### src/design/wki_pkg.sv
// package: shared constants and carriers for the wake input and interrupt logic
package wki_pkg;

    // ------------------------------------------------------------
    // timing
    // ------------------------------------------------------------
    localparam int unsigned CLK_PERIOD_NS     = 100;
    localparam int unsigned WAKE_FILTER_US    = 16;
    localparam int unsigned IRQ_PULSE_US      = 100;
    localparam int unsigned IRQ_MIN_GAP_US    = 100;
    // least times round up
    localparam int unsigned WAKE_FILTER_CYC =
        (WAKE_FILTER_US * 1000 + CLK_PERIOD_NS - 1) / CLK_PERIOD_NS;
    localparam int unsigned IRQ_PULSE_CYC =
        (IRQ_PULSE_US * 1000 + CLK_PERIOD_NS - 1) / CLK_PERIOD_NS;
    localparam int unsigned IRQ_GAP_CYC =
        (IRQ_MIN_GAP_US * 1000 + CLK_PERIOD_NS - 1) / CLK_PERIOD_NS;
    localparam int unsigned CNT_W = 11;

    // ------------------------------------------------------------
    // pull select codes
    // ------------------------------------------------------------
    localparam logic [1:0] PULL_NONE = 2'h0;
    localparam logic [1:0] PULL_DOWN = 2'h1;
    localparam logic [1:0] PULL_UP   = 2'h2;
    localparam logic [1:0] PULL_AUTO = 2'h3;

    // ------------------------------------------------------------
    // types
    // ------------------------------------------------------------
    typedef enum logic [1:0]
    {
        WKI_MODE_NORMAL,
        WKI_MODE_STOP,
        WKI_MODE_SLEEP,
        WKI_MODE_FAILSAFE
    } wki_mode_t;

    typedef struct packed
    {
        logic       wake_pin_enable;
        logic       cyclic_sense;
        logic       pin_selects_buck_modulation;
        logic [1:0] wake_pull_select;
    } wki_cfg_t;

    typedef struct packed
    {
        logic pull_up_en;
        logic pull_down_en;
    } wki_pull_t;

    typedef struct packed
    {
        logic sync1;
        logic sync2;
        logic level;
        logic [CNT_W-1:0] cnt;
    } wki_flt_state_t;

endpackage

### src/design/wki_top.sv
// module: wake input and interrupt output logic
// Function
// - rising and falling wake pin edges are both wake events.
// - in normal or stop mode an accepted edge raises an interrupt.
// - in sleep mode an accepted edge wakes the device; fail-safe mode requests restart instead.
// - modulation select in stop mode: low pin gives pfm, high gives pwm.
// - modulation select follows the pin without the wake filter.
// - static sense always watches the pin; cyclic only in active windows.
// - a pin level change is accepted only after a 16 us filter.
// - host sets wake enable; edges are wake sources only while it is 1, except the fail-safe restart request.
// - in normal and stop mode the pin level is readable.
// - from fail-safe mode any accepted edge requests restart.
// - a pin caused wake sets the pin source flag in status one.
// - two bit pull field: none, pull-down, pull-up, automatic.
// - automatic mode pulls up on high level, down on low level.
// - interrupt drives the pin low for 100 us then releases it high.
// - at least 100 us high between pulses; pending pulses wait.
// - an interrupt pulse never changes the operating mode.
// - status events signal interrupts only when enabled as wake source.
// - level status changes never produce an interrupt pulse.
// - entering stop with uncleared wake status gives an interrupt pulse.
// - in stop mode an automatic pfm to pwm switch gives a pulse.
// - visible status registers update at each interrupt falling edge.
// - latched flags stay set until the host clears them.
`timescale 1ns/1ns
`default_nettype none

module wki_top
    import wki_pkg::*;
(
    input  wire logic      ref_clk,
    input  wire logic      rst_n,
    input  wire logic      wake_pin,
    input  wire wki_mode_t mode,
    input  wire wki_cfg_t  cfg,
    input  wire logic      cyclic_window,
    input  wire logic      buck_auto_pwm,
    input  wire logic      other_wake_event,
    input  wire logic      other_status_pending,
    input  wire logic      clear_wake_pin_flag,
    output wki_pull_t      pull,
    output logic           buck_pwm_sel,
    output logic           wake_level_status,
    output logic           wake_pin_source_flag,
    output logic           wake_pin_source_live,
    output logic           wake_up_req,
    output logic           restart_req,
    output logic           irq_n
);

    // ------------------------------------------------------------
    // state
    // ------------------------------------------------------------
    typedef enum logic [1:0]
    {
        IRQ_IDLE,
        IRQ_LOW,
        IRQ_GAP
    } wki_irq_st_t;

    typedef struct packed
    {
        wki_irq_st_t     irq_st;
        logic [CNT_W-1:0] irq_cnt;
        logic            irq_pend;
        logic            live_flag;
        logic            vis_flag;
        logic            lvl_stat;
        logic            pwm_sel;
        logic            pull_up;
        logic            pull_down;
        logic            wake_req;
        logic            rst_req;
        logic            irq_n;
        wki_mode_t       mode_q;
        logic            buck_q;
    } wki_state_t;

    localparam wki_state_t RESET_STATE = '{
        irq_st:    IRQ_IDLE,
        irq_cnt:   '0,
        irq_pend:  1'b0,
        live_flag: 1'b0,
        vis_flag:  1'b0,
        lvl_stat:  1'b0,
        pwm_sel:   1'b0,
        pull_up:   1'b0,
        pull_down: 1'b0,
        wake_req:  1'b0,
        rst_req:   1'b0,
        irq_n:     1'b1,
        mode_q:    WKI_MODE_NORMAL,
        buck_q:    1'b0
    };

    wki_state_t st_ff;
    wki_state_t nxt_st;

    logic raw_level;
    logic flt_level;
    logic flt_edge;

    // ------------------------------------------------------------
    // pin filter
    // ------------------------------------------------------------
    wki_filter u_filter
    (
        .ref_clk    (ref_clk),
        .rst_n      (rst_n),
        .pin_in     (wake_pin),
        .raw_level  (raw_level),
        .level      (flt_level),
        .edge_pulse (flt_edge)
    );

    // ------------------------------------------------------------
    // event and interrupt logic
    // ------------------------------------------------------------
    logic active_mode;
    logic sensing;
    logic wake_evt;
    logic stop_entry;
    logic buck_rise;
    logic irq_evt;

    always_comb
    begin
        active_mode = (mode == WKI_MODE_NORMAL) || (mode == WKI_MODE_STOP);
        sensing     = !cfg.cyclic_sense || cyclic_window;
        // edge counts as wake source only while enabled
        wake_evt    = flt_edge && sensing && cfg.wake_pin_enable;
        stop_entry  = (mode == WKI_MODE_STOP) && (st_ff.mode_q != WKI_MODE_STOP);
        buck_rise   = (mode == WKI_MODE_STOP) && buck_auto_pwm && !st_ff.buck_q;
        // level status never feeds irq_evt
        irq_evt     = (active_mode && (wake_evt || other_wake_event))
                    || (stop_entry && (st_ff.live_flag || other_status_pending))
                    || buck_rise;

        nxt_st          = st_ff;
        nxt_st.mode_q   = mode;
        nxt_st.buck_q   = buck_auto_pwm;
        nxt_st.wake_req = wake_evt && (mode == WKI_MODE_SLEEP);
        nxt_st.rst_req  = flt_edge && sensing
                        && (mode == WKI_MODE_FAILSAFE);

        // set wins over clear
        if (wake_evt)
        begin
            nxt_st.live_flag = 1'b1;
        end
        else if (clear_wake_pin_flag)
        begin
            nxt_st.live_flag = 1'b0;
        end
        if (clear_wake_pin_flag && !wake_evt)
        begin
            nxt_st.vis_flag = 1'b0;
        end

        if (active_mode)
        begin
            nxt_st.lvl_stat = flt_level;
        end

        // unfiltered pin steers modulation in stop mode
        if (cfg.pin_selects_buck_modulation && (mode == WKI_MODE_STOP))
        begin
            nxt_st.pwm_sel = raw_level;
        end
        else
        begin
            nxt_st.pwm_sel = 1'b0;
        end

        unique case (cfg.wake_pull_select)
            PULL_NONE:
            begin
                nxt_st.pull_up   = 1'b0;
                nxt_st.pull_down = 1'b0;
            end
            PULL_DOWN:
            begin
                nxt_st.pull_up   = 1'b0;
                nxt_st.pull_down = 1'b1;
            end
            PULL_UP:
            begin
                nxt_st.pull_up   = 1'b1;
                nxt_st.pull_down = 1'b0;
            end
            PULL_AUTO:
            begin
                nxt_st.pull_up   = flt_level;
                nxt_st.pull_down = !flt_level;
            end
        endcase

        if (irq_evt)
        begin
            nxt_st.irq_pend = 1'b1;
        end

        // pulse sequencer; never touches mode
        unique case (st_ff.irq_st)
            IRQ_IDLE:
            begin
                if (st_ff.irq_pend || irq_evt)
                begin
                    nxt_st.irq_st   = IRQ_LOW;
                    nxt_st.irq_cnt  = '0;
                    nxt_st.irq_pend = 1'b0;
                    nxt_st.irq_n    = 1'b0;
                    nxt_st.vis_flag = st_ff.live_flag || wake_evt;
                end
            end
            IRQ_LOW:
            begin
                if (st_ff.irq_cnt == CNT_W'(IRQ_PULSE_CYC - 1))
                begin
                    nxt_st.irq_st  = IRQ_GAP;
                    nxt_st.irq_cnt = '0;
                    nxt_st.irq_n   = 1'b1;
                end
                else
                begin
                    nxt_st.irq_cnt = st_ff.irq_cnt + CNT_W'(1);
                end
            end
            IRQ_GAP:
            begin
                if (st_ff.irq_cnt == CNT_W'(IRQ_GAP_CYC - 1))
                begin
                    nxt_st.irq_st  = IRQ_IDLE;
                    nxt_st.irq_cnt = '0;
                end
                else
                begin
                    nxt_st.irq_cnt = st_ff.irq_cnt + CNT_W'(1);
                end
            end
            default:
            begin
                nxt_st.irq_st = IRQ_IDLE;
            end
        endcase
    end

    always_ff @(posedge ref_clk or negedge rst_n)
    begin
        if (!rst_n)
        begin
            st_ff <= RESET_STATE;
        end
        else
        begin
            st_ff <= nxt_st;
        end
    end

    // ------------------------------------------------------------
    // outputs
    // ------------------------------------------------------------
    assign pull.pull_up_en      = st_ff.pull_up;
    assign pull.pull_down_en    = st_ff.pull_down;
    assign buck_pwm_sel         = st_ff.pwm_sel;
    assign wake_level_status    = st_ff.lvl_stat;
    assign wake_pin_source_flag = st_ff.vis_flag;
    assign wake_pin_source_live = st_ff.live_flag;
    assign wake_up_req          = st_ff.wake_req;
    assign restart_req          = st_ff.rst_req;
    assign irq_n                = st_ff.irq_n;

endmodule

`default_nettype wire

### src/design/wki_filter.sv
// module: wake pin synchroniser and stability filter
`timescale 1ns/1ns
`default_nettype none

module wki_filter
    import wki_pkg::*;
(
    input  wire logic ref_clk,
    input  wire logic rst_n,
    input  wire logic pin_in,
    output logic      raw_level,
    output logic      level,
    output logic      edge_pulse
);

    wki_flt_state_t st_ff;
    wki_flt_state_t nxt_st;

    always_comb
    begin
        nxt_st       = st_ff;
        nxt_st.sync1 = pin_in;
        nxt_st.sync2 = st_ff.sync1;
        edge_pulse   = 1'b0;
        if (st_ff.sync2 == st_ff.level)
        begin
            nxt_st.cnt = '0;
        end
        else if (st_ff.cnt == CNT_W'(WAKE_FILTER_CYC - 1))
        begin
            nxt_st.level = st_ff.sync2;
            nxt_st.cnt   = '0;
            edge_pulse   = 1'b1;
        end
        else
        begin
            nxt_st.cnt = st_ff.cnt + CNT_W'(1);
        end
    end

    always_ff @(posedge ref_clk or negedge rst_n)
    begin
        if (!rst_n)
        begin
            st_ff <= '0;
        end
        else
        begin
            st_ff <= nxt_st;
        end
    end

    assign raw_level = st_ff.sync2;
    assign level     = st_ff.level;

endmodule

`default_nettype wire

### config.mk
export PLATFORM = sky130hd
export DESIGN_NAME = wki_top
export DESIGN_NICKNAME = d
export VERILOG_FILES = /design/src/design/wki_pkg.sv /design/src/design/wki_top.sv /design/src/design/wki_filter.sv
export SDC_FILE = /design/constraint.sdc
export NUM_CORES = 1
export LEC_CHECK = 0
export BUFFER_PORTS_ARGS = -buffer_cell sky130_fd_sc_hd__buf_2
export CORE_ASPECT_RATIO = 1.1
export CORE_MARGIN = 2
export CORE_UTILIZATION = 45
export CTS_BUF_LIST = sky130_fd_sc_hd__clkbuf_4 sky130_fd_sc_hd__clkbuf_8
export CTS_CLUSTER_DIAMETER = 150
export DETAILED_ROUTE_END_ITERATION = 16
export PLACE_DENSITY_LB_ADDON = 0.15
export SYNTH_ARGS = -nofsm -noshare
export SYNTH_HDL_FRONTEND = slang
export SYNTH_SLANG_ARGS = --single-unit
### constraint.sdc
create_clock -name ref_clk -period 3.4 [get_ports ref_clk]
set_input_delay 0.51 -clock ref_clk [delete_from_list [all_inputs] [get_ports ref_clk]]
set_output_delay 0.51 -clock ref_clk [all_outputs]
set_load 0.005 [all_outputs]
---- Word level (Yosys, flattened, before mapping) ----
Cells that the tools add are included.
word-level totals
  output and inout port bits .............. 9
  logic and storage cells ................. 92
  bits in registers ....................... 40
operators by class
  equality and inequality tests ........... 15
  $add $sub $neg .......................... 2
  muxes and demuxes ....................... 22
  reduce and logical (&&, ||, !) cells .... 34
  bitwise operators ....................... 1
operators by type and width
  kind                     number
  $mux W11                 3
  $add A11 B1 Y11 const B  2
  $pmux W11 S2             1
  $mux W14                 1
  $mux W1                  12
  $eq A11 B10 Y1 const B   1
  $eq A11 B8 Y1 const B    1
  $logic_and A1 B1 Y1      11
  $eq A2 B2 Y1 const B     5
  $logic_or A1 B1 Y1       8
  $pmux W2 S4              1
  $eq A2 B1 Y1 const B     3
  $logic_not A2 Y1         3
  $ne A2 B2 Y1 const B     3
  $pmux W2 S3              1
  $reduce_and A3 Y1        2
  $reduce_bool A2 Y1       3
  $logic_not A1 Y1         4
  $mux W2                  2
  $reduce_and A2 Y1        2
  $ne A2 B1 Y1 const B     1
  $pmux W1 S2              1
  $reduce_or A2 Y1         1
  $eq A1 B1 Y1             1
  $not A1 Y1               1

---- Logic depth before layout (Yosys ltp) ----
Gate-level depths: netlist of the first run.
  depth after elaboration ................. 12
  gate-level depth with buffers ........... 8
  depth with buffers taken out ............ 7

---- Hierarchy ----
From an unflattened synthesis of the first run, not the netlist that was laid out.
second synthesis, totals
  cell total of the unflattened synthesis .. 187
  area total of the unflattened synthesis .. 1,944.4 um^2
by module, submodules not included
  module      area an instance (um^2)  cells each  instances  sequential area each (um^2)
  wki_top     1,303.8                  129         1          651.9
  wki_filter  640.6                    58          1          350.3

---- Least setup slack after synthesis of the first run ----
No wires, ideal clock.
  path kind ............................... reg-to-reg
  start point ............................. reg u_filter.st_ff[0] in the netlist's numbering
  end point ............................... reg st_ff[13] in the netlist's numbering
  clock period less this slack ............ 2,005 ps
  path slack .............................. 1,395 ps
  arrival time ............................ 1,878 ps
  setup time .............................. 127 ps
  stages on the path, launching flop included .. 9
  required time ........................... 3,273 ps
  cell sequence ........................... dfrtp_1 ha_1 and4_1 clkbuf_1 a41oi_2 o211ai_2 o21a_1 buf_4 mux2_1
between the ends
  word-level cells in the longest chain between the ends .. 12
RTL lines
  what                               line              RTL
  from (decl)                        wki_filter.sv:16  wki_flt_state_t st_ff;
  from (signal assigned)             wki_filter.sv:49  st_ff <= nxt_st;
  $eq A11 B8 Y1                      wki_filter.sv:29  else if (st_ff.cnt == CNT_W'(WAKE_FILTER_CYC - 1))
  $mux W1                            wki_filter.sv:29
  $mux W1                            wki_filter.sv:25  if (st_ff.sync2 == st_ff.level)
  $logic_and A1 B1 Y1 (2 in series)  wki_top.sv:131    wake_evt = flt_edge && sensing && cfg.wake_pin_enable;
  $logic_or A1 B1 Y1                 wki_top.sv:135    irq_evt = (active_mode && (wake_evt || other_wake_event))
  $logic_and A1 B1 Y1                wki_top.sv:135
  $logic_or A1 B1 Y1                 wki_top.sv:136    || (stop_entry && (st_ff.live_flag || other_status_pending))
  $logic_or A1 B1 Y1                 wki_top.sv:137    || buck_rise;
  $logic_or A1 B1 Y1                 wki_top.sv:207    if (st_ff.irq_pend || irq_evt)
  $ne A2 B2 Y1 (no line)             n/a
  $reduce_and A2 Y1 (no line)        n/a
  to (signal assigned)               wki_top.sv:256    st_ff <= nxt_st;
  to (decl)                          wki_top.sv:96     wki_state_t st_ff;
No other way between the ends.
A chain may end at the register's enable or synchronous reset.

---- Final worst setup path of the first run ----
  start point ............................. reg u_filter.st_ff (netlist bit u_filter.level)
  end point ............................... reg st_ff[13] in the netlist's numbering
between the ends
  word-level cells in the longest chain between the ends .. 11
RTL lines
  what                               line
  $eq A1 B1 Y1                       wki_filter.sv:25
  $mux W1                            wki_filter.sv:25
  $logic_and A1 B1 Y1 (2 in series)  wki_top.sv:131
  $logic_or A1 B1 Y1                 wki_top.sv:135
  $logic_and A1 B1 Y1                wki_top.sv:135
  $logic_or A1 B1 Y1                 wki_top.sv:136
  $logic_or A1 B1 Y1                 wki_top.sv:137
  $logic_or A1 B1 Y1                 wki_top.sv:207
  $ne A2 B2 Y1 (no line)             n/a
  $reduce_and A2 Y1 (no line)        n/a
No other way between the ends.

==> flow_summary.rst, run 1 <==
.. list-table::
   :header-rows: 1

   * - Metric
     - Value
   * - Core outline area
     - 4285 sq um
   * - Worst skew pair latency
     - 0.29 ns
   * - Number of clock sinks
     - 40
   * - Register clock-pin slew on the reported worst setup and hold paths
     - about 0.08 ns
   * - Largest voltage drop on the vdd net
     - approximately 0.00029 V
   * - Required @ worst endpoint
     - approximately 3.6 ns
   * - CTS max path bufs
     - 2
   * - Minimum period implied by the final worst setup slack
     - ~2.5 ns
   * - Max FO, Critical Path
     - 13
   * - Post-synth EDFFs
     - 0
   * - Final antenna-violating net count
     - 0
   * - Total routing usage reported by global routing
     - 17.91%
   * - Via count of the routed design
     - 1506
   * - Vias in the first global route
     - between 1000 and 1500
   * - Run status
     - finished clean
   * - Distinct cell type count after synthesis
     - 45
   * - Final net count
     - 239
   * - Antenna cell count
     - 0
   * - Top-count cell post-synth
     - sky130_fd_sc_hd__dfrtp_1
   * - Worst reg2reg path endpoint
     - st_ff[13]$_DFFE_PN0P_
   * - TritonCTS clock tree
     - yes
   * - Synthesized cell area
     - between 1500 and 2000 sq um
   * - Most frequent cells after synthesis
     - sky130_fd_sc_hd__dfrtp_1 (39), sky130_fd_sc_hd__nor2_1 (22), sky130_fd_sc_hd__nand2_1 (16), sky130_fd_sc_hd__nand3_1 (12), sky130_fd_sc_hd__inv_1 (11)
   * - Final setup violating endpoints
     - 0
   * - Critical register-to-register path startpoint
     - u_filter.level$_DFFE_PN0P_
   * - Post-synth ARST share
     - between 90% and 100%
   * - Number of hold-repair buffers added at the cts stage
     - 0
   * - Die Footprint
     - slightly below 5000 sq um
   * - Post-CTS setup buffers
     - 0
   * - Seq/Total Area, Yosys
     - 50.47%
   * - Resize count post-CTS
     - 0
   * - Total power draw
     - 0.001290 W
   * - Unrepaired setup endpoints after global routing
     - no
   * - Count of synthesis-stage warnings from yosys
     - 0
   * - FP Rows
     - 25
   * - Port-buffer cells
     - 23
   * - Cells taking the most area after synthesis
     - sky130_fd_sc_hd__dfrtp_1 (49%), sky130_fd_sc_hd__nor2_1 (4.2%), sky130_fd_sc_hd__xor2_1 (3.5%)
   * - Category of the worst setup path capture point
     - flop
   * - Worst slack on hold paths
     - 0.3243 ns
   * - Area of the multi-input gates
     - about 900 sq um
   * - RePlAce Congestion
     - 0.7838
   * - Area growth, synth to finish
     - 11.41%
   * - Power per unit of standard cell area
     - 583.2 nW/um^2
   * - Final wirelength
     - approximately 3.9 mm
   * - Flip-flop cell with the highest count after synthesis
     - sky130_fd_sc_hd__dfrtp_1
   * - Worst R2R Setup Slack
     - 0.88 ns
   * - Sort of element at the start of the critical path
     - flop
   * - Setup Total Neg Slack
     - 0 ns
   * - Number of antenna violations at the first check in global routing
     - 0
   * - Number of cells produced by synthesis
     - 197
   * - Number of primary I/O pins
     - 24
   * - Static power due to leakage
     - 1.014 nW
   * - Combined flip-flop and latch cell area
     - about 1000 sq um
   * - Max-capacitance violation count
     - 0
   * - Arrival time reported for the critical path endpoint
     - 2.68 ns
   * - Min-delay worst type
     - input pin to async pin
   * - H-tree Lvls
     - 2
   * - Post-synthesis area per instance
     - between 10 and 15 sq um
   * - Largest area contributor in the synthesized netlist
     - sky130_fd_sc_hd__dfrtp_1
   * - Final period utilization
     - between 70% and 80%
   * - Number of design-rule violations left by the first detailed-router iteration
     - 72
   * - Initial Util
     - between 40% and 50%
   * - #FFs+latches synth
     - 40
   * - HPWL Detailed
     - roughly 2.8 mm
   * - Total count of hold-check failures in the final report
     - 0
   * - Width of the die
     - 67.34 um
   * - Final max-slew violation count
     - 0
   * - Cells on worst reg2reg path
     - 6
   * - Maximum number of pins on one net before global-route repair
     - 41
   * - Number of buffers created by CTS
     - 5
   * - Wire length of the first global-routing pass
     - between 6 and 7 mm
   * - Routed WL per cell
     - 14.31 um
   * - Post-synth top area share
     - 49.15%
   * - Via density
     - 5.496
   * - Fraction of layout instances using a drive strength above 1
     - 18.18%
   * - Net count after synthesis
     - 217
   * - Residual overflow from global routing
     - 0
   * - Root cell of the clock tree
     - sky130_fd_sc_hd__clkbuf_8
   * - Detailed-router iteration count before antenna repair
     - 4
   * - Upper clock frequency limit
     - just under 400 MHz
   * - Normalized max-slew margin
     - a little over two fifths
   * - Skew final
     - 0.01292 ns
   * - Number of filler cells placed in the layout
     - 389
   * - DRC viols
     - 0
   * - Class of the most critical setup path
     - flop to flop
   * - Worst-Margin Slew
     - approximately 0.87 ns
   * - Die span in y
     - 73.67 um
==> flip-flops by register name, summed over array words and instances (netlist names) <==
signal and count:
pull 2, wake_pin_source_live 1, u_filter.st_ff 11, restart_req 1, st_ff 17, buck_pwm_sel 1, wake_pin_source_flag 1, u_filter.nxt_st 1
irq_n 1, wake_up_req 1, u_filter.level 1, wake_level_status 1, u_filter.raw_level 1
==> stage by stage <==
stage	util (%)	cells	area [sq um]	worst slack (ns)
finish	51.62	274	2212	0.8777
global route	51.62	274	2212	0.7060
CTS	51.62	274	2212	0.8690
detailed placement	49.55	266	2123	0.9098
global placement	49.55	266	2123	1.015
floorplan	-	197	1986	1.395
==> placed cells by master, fill, tap and decap left out, types with 3 or more instances in the layout <==
| cell | count |
|---|---|
| sky130_fd_sc_hd__xor2_1 | 8 |
| sky130_fd_sc_hd__clkbuf_8 | 5 |
| sky130_fd_sc_hd__o21a_1 | 3 |
| sky130_fd_sc_hd__nand3_1 | 12 |
| sky130_fd_sc_hd__and3_1 | 7 |
| sky130_fd_sc_hd__buf_2 | 23 |
| sky130_fd_sc_hd__nand4_1 | 7 |
| sky130_fd_sc_hd__nor2_1 | 22 |
| sky130_fd_sc_hd__dfrtp_1 | 39 |
| sky130_fd_sc_hd__a31oi_1 | 5 |
| sky130_fd_sc_hd__nand2_1 | 16 |
| sky130_fd_sc_hd__a21oi_1 | 5 |
| sky130_fd_sc_hd__o221ai_1 | 4 |
| sky130_fd_sc_hd__inv_1 | 11 |
| sky130_fd_sc_hd__ha_1 | 5 |
| sky130_fd_sc_hd__o21ai_0 | 9 |
==> power by group <==
part           internal (W)  switching [W]  leakage (nW)
clock network      0.000160       0.000160        0.0491
logic              0.000135       0.000226         0.435
registers          0.000544      0.0000655         0.530
total              0.000838       0.000452          1.01
==> layer usage <==
metal  part of all wire (%)  up-vias  GRT usage (%)
met5                      0        -              0
met4                    1.6        0          8.163
met3                    4.8        5          3.982
met2                     48       39          28.49
met1                     46      718          23.21
li1                       -      744              -
==> worst max-delay path, cell delays in order, from the launching register on <==
cell,delay (ns)
sky130_fd_sc_hd__dfrtp_1,0.41
sky130_fd_sc_hd__xor2_1,0.26
sky130_fd_sc_hd__a21boi_2,0.29
sky130_fd_sc_hd__a41oi_2,0.18
sky130_fd_sc_hd__o211ai_2,0.49
sky130_fd_sc_hd__o21a_1,0.39
sky130_fd_sc_hd__mux2_1,0.37
==> worst max path at each step <==
stage	cells after the start	from	slack, ns	end
floorplan	8	u_filter.st_ff[0]$_DFF_PN0_	1.40	st_ff[13]$_DFFE_PN0P_
global placement	6	u_filter.st_ff[0]$_DFF_PN0_	1.02	st_ff[13]$_DFFE_PN0P_
detailed placement	6	u_filter.level$_DFFE_PN0P_	0.91	st_ff[13]$_DFFE_PN0P_
CTS	6	u_filter.level$_DFFE_PN0P_	0.87	st_ff[13]$_DFFE_PN0P_
global route	6	u_filter.st_ff[1]$_DFF_PN0_	0.71	st_ff[13]$_DFFE_PN0P_
finish	6	u_filter.level$_DFFE_PN0P_	0.88	st_ff[13]$_DFFE_PN0P_
==> area by class of cell <==
class,count,area share [%]
Clock buffer,7,3.790
Clock inverter,1,0.2262
Inverter,11,1.867
Multi-Input combinational cell,138,40.55
Sequential cell,40,45.31
Tap cell,54,3.054
Timing Repair Buffer,23,5.204
==> cell families (layout without fill, tap and decap cells) <==
kind of cell | count (synthesis) | count (layout) | synth area share [%]
adder cells (fa/ha/maj) | 5 | 5 | 3.151
flip-flops | 40 | 40 | 50.47
AND/OR/NAND/NOR | 82 | 82 | 22.43
multiplexers | 3 | 3 | 1.638
AO/OA/AOI/OAI | 38 | 38 | 13.55
XOR/XNOR | 10 | 10 | 4.411
buffers and inverters | 19 | 42 | 4.348
No activity file was read; power rests on OpenSTA's default activity.
==> inputs of run 2 (changes only) <==
Clock period 3.4 ns to 2.2 ns, I/O delays scaled along.
==> run 2 against run 1 <==
- critical endpoint is now st_ff[20]$_DFFE_PN0P_
- register-to-register slack lost 0.76 ns
- core utilization is 1.4 points higher
- sequential share of layout area fell by 1.2 points
- first-iteration DRC count rose by 4.2%
- critical path depth is the same
- sequential power is 55% higher
- clock skew is 0.0080 ns lower
- die area stayed put
- via count is 3.3% higher
- setup slack worse by 0.76 ns
==> flow_summary.rst, run 2 (synthesized netlist as in run 1, its figures left out) <==
.. list-table::
   :header-rows: 1

   * - Metric
     - Value
   * - Unrepaired setup endpoints after global routing
     - no
   * - Die span in y
     - 73.67 um
   * - Total routing usage reported by global routing
     - around 18%
   * - Maximum number of pins on one net before global-route repair
     - 41
   * - Normalized max-slew margin
     - a little over two fifths
   * - Vias in the first global route
     - between 1500 and 2000
   * - Final period utilization
     - between 90 and 100%
   * - Arrival time reported for the critical path endpoint
     - between 2 and 2.5 ns
   * - Skew final
     - 0.004925 ns
   * - Via count of the routed design
     - roughly 1600
   * - H-tree Lvls
     - 2
   * - Power per unit of standard cell area
     - around 950 nW/um^2
   * - HPWL Detailed
     - around 2.8 mm
   * - Total count of hold-check failures in the final report
     - 0
   * - Minimum period implied by the final worst setup slack
     - a little over 2 ns
   * - Class of the most critical setup path
     - flop to flop
   * - Combined flip-flop and latch cell area
     - around 1000 sq um
   * - Routed WL per cell
     - 14.22 um
   * - Number of antenna violations at the first check in global routing
     - 0
   * - CTS max path bufs
     - 2
   * - Root cell of the clock tree
     - sky130_fd_sc_hd__clkbuf_8
   * - Via density
     - between 5 and 6
   * - Worst skew pair latency
     - 0.29 ns
   * - Register bank with the most flops
     - st_ff
   * - FP Rows
     - 25
   * - Number of clock sinks
     - 40
   * - Width of the die
     - 67.34 um
   * - Die Footprint
     - approximately 5000 sq um
   * - Final net count
     - around 240
   * - Number of hold-repair buffers added at the cts stage
     - 0
   * - Run status
     - finished clean
   * - Max-capacitance violation count
     - 0
   * - Number of design-rule violations left by the first detailed-router iteration
     - between 70 and 80
   * - Max FO, Critical Path
     - 7
   * - Port-buffer cells
     - 23
   * - Commonest cells after routing, fill and taps aside
     - sky130_fd_sc_hd__dfrtp_1 (39), sky130_fd_sc_hd__buf_2 (23), sky130_fd_sc_hd__nor2_1 (22), sky130_fd_sc_hd__nand2_1 (16), sky130_fd_sc_hd__nand3_1 (12)
   * - TritonCTS clock tree
     - yes
   * - DRC viols
     - 0
   * - Area of the multi-input gates
     - 903.4 sq um
   * - Area growth, synth to finish
     - 14.37%
   * - Number of primary I/O pins
     - 24
   * - Worst slack on hold paths
     - around 0.14 ns
   * - Flip-flop count of the largest register after layout
     - 17
   * - Number of filler cells placed in the layout
     - 400
   * - Sort of element at the start of the critical path
     - flop
   * - Initial Util
     - 46.34%
   * - Fraction of layout instances using a drive strength above 1
     - 19.64%
   * - Antenna cell count
     - 0
   * - Setup Total Neg Slack
     - 0 ns
   * - Final wirelength
     - 3.953 mm
   * - Largest voltage drop on the vdd net
     - between 0.0004 and 0.0005 V
   * - Final antenna-violating net count
     - 0
   * - Wire length of the first global-routing pass
     - ~6.6 mm
   * - Final setup violating endpoints
     - 0
   * - Upper clock frequency limit
     - just under 500 MHz
   * - Static power due to leakage
     - ~1.0 nW
   * - Register clock-pin slew on the reported worst setup and hold paths
     - ~0.08 ns
   * - Core outline area
     - roughly 4300 sq um
   * - Number of buffers created by CTS
     - 5
   * - Min-delay worst type
     - input pin to async pin
   * - Worst-Margin Slew
     - 0.8501 ns
   * - Residual overflow from global routing
     - 0
   * - Required @ worst endpoint
     - 2.38 ns
   * - RePlAce Congestion
     - between 0.8 and 0.9
   * - Most common cell after layout, fill and taps aside
     - sky130_fd_sc_hd__dfrtp_1
   * - Category of the worst setup path capture point
     - flop
   * - Detailed-router iteration count before antenna repair
     - 4
   * - Final max-slew violation count
     - 0
==> run 2: cell types whose count changed in the layout (fill, tap and decap cells not counted), sizes merged <==
cell	delta
buf	+4
clkbuf	-2
bufinv	+1
clkinvlp	+1
==> run 2: final timing paths <==
kind | start | endpoint | slack (ns) | depth (start not counted)
max | st_ff[16]$_DFFE_PN0P_ | st_ff[20]$_DFFE_PN0P_ | 0.12 | 6
min | rst_n | pull[0]$_DFF_PN0_ | 0.14 | 1
max reg2reg | st_ff[16]$_DFFE_PN0P_ | st_ff[20]$_DFFE_PN0P_ | 0.12 | 6
min reg2reg | u_filter.nxt_st[12]$_DFF_PN0_ | u_filter.raw_level$_DFF_PN0_ | 0.36 | 0
max in group asynchronous | rst_n | u_filter.st_ff[8]$_DFF_PN0_ | 1.53 | 1
min in group ref_clk | wake_pin | u_filter.nxt_st[12]$_DFF_PN0_ | 0.14 | 1
==> run 2: metrics by stage <==
stage / total power (W) / instances / instance area (sq um) / worst slack [ns] / util, %
3_3_place_gp: 0.001548 / 270 / 2153 / 0.2036 / 50.25
6_report: 0.002156 / 278 / 2271 / 0.1215 / 52.99
4_1_cts: 0.002163 / 278 / 2265 / 0.07376 / 52.85
3_5_place_dp: 0.001565 / 270 / 2153 / 0.08794 / 50.25
2_1_floorplan: 0.001365 / 197 / 1986 / 0.1950 / -
5_1_grt: 0.002294 / 278 / 2271 / 0.01652 / 52.99
==> run 2: critical path, cell delays in order (launching register included) <==
cell,delay (ns)
sky130_fd_sc_hd__dfrtp_1,0.44
sky130_fd_sc_hd__or2_1,0.26
sky130_fd_sc_hd__or4_1,0.53
sky130_fd_sc_hd__nor3_4,0.21
sky130_fd_sc_hd__nor2b_2,0.11
sky130_fd_sc_hd__and3_1,0.19
sky130_fd_sc_hd__a211o_1,0.22
==> run 2: metal layers <==
| metal | global-route usage (%) | vias up | wire, um |
|---|---|---|---|
| li1 | - | 749 | - |
| met1 | 21.85 | 748 | 1753 |
| met2 | 29.37 | 50 | 1928 |
| met3 | 3.982 | 8 | 199 |
| met4 | 9.070 | 0 | 72 |
| met5 | 0 | - | 0 |
==> run 2: cell type report <==
cell class              count  share of cell area, %
flip-flops and latches     40                  44.13
well taps                  54                  2.975
inverters                  11                  1.818
clock inverters             3                  1.873
repair buffers             27                  6.391
multi-input cells         138                  39.78
clock buffers               5                  3.030
==> run 2: repair_timing <==
action | CTS | global route
gates resized for setup | 0 | 1
buffers inserted | 0 | 0
setup endpoints to repair | 0 | 1
==> run 2: where the power goes <==
| group | switching (W) | total (W) | internal, W |
|---|---|---|---|
| registers | 0.000103 | 0.000943 | 0.000840 |
| clock network | 0.000259 | 0.000594 | 0.000336 |
| logic | 0.000362 | 0.000620 | 0.000258 |
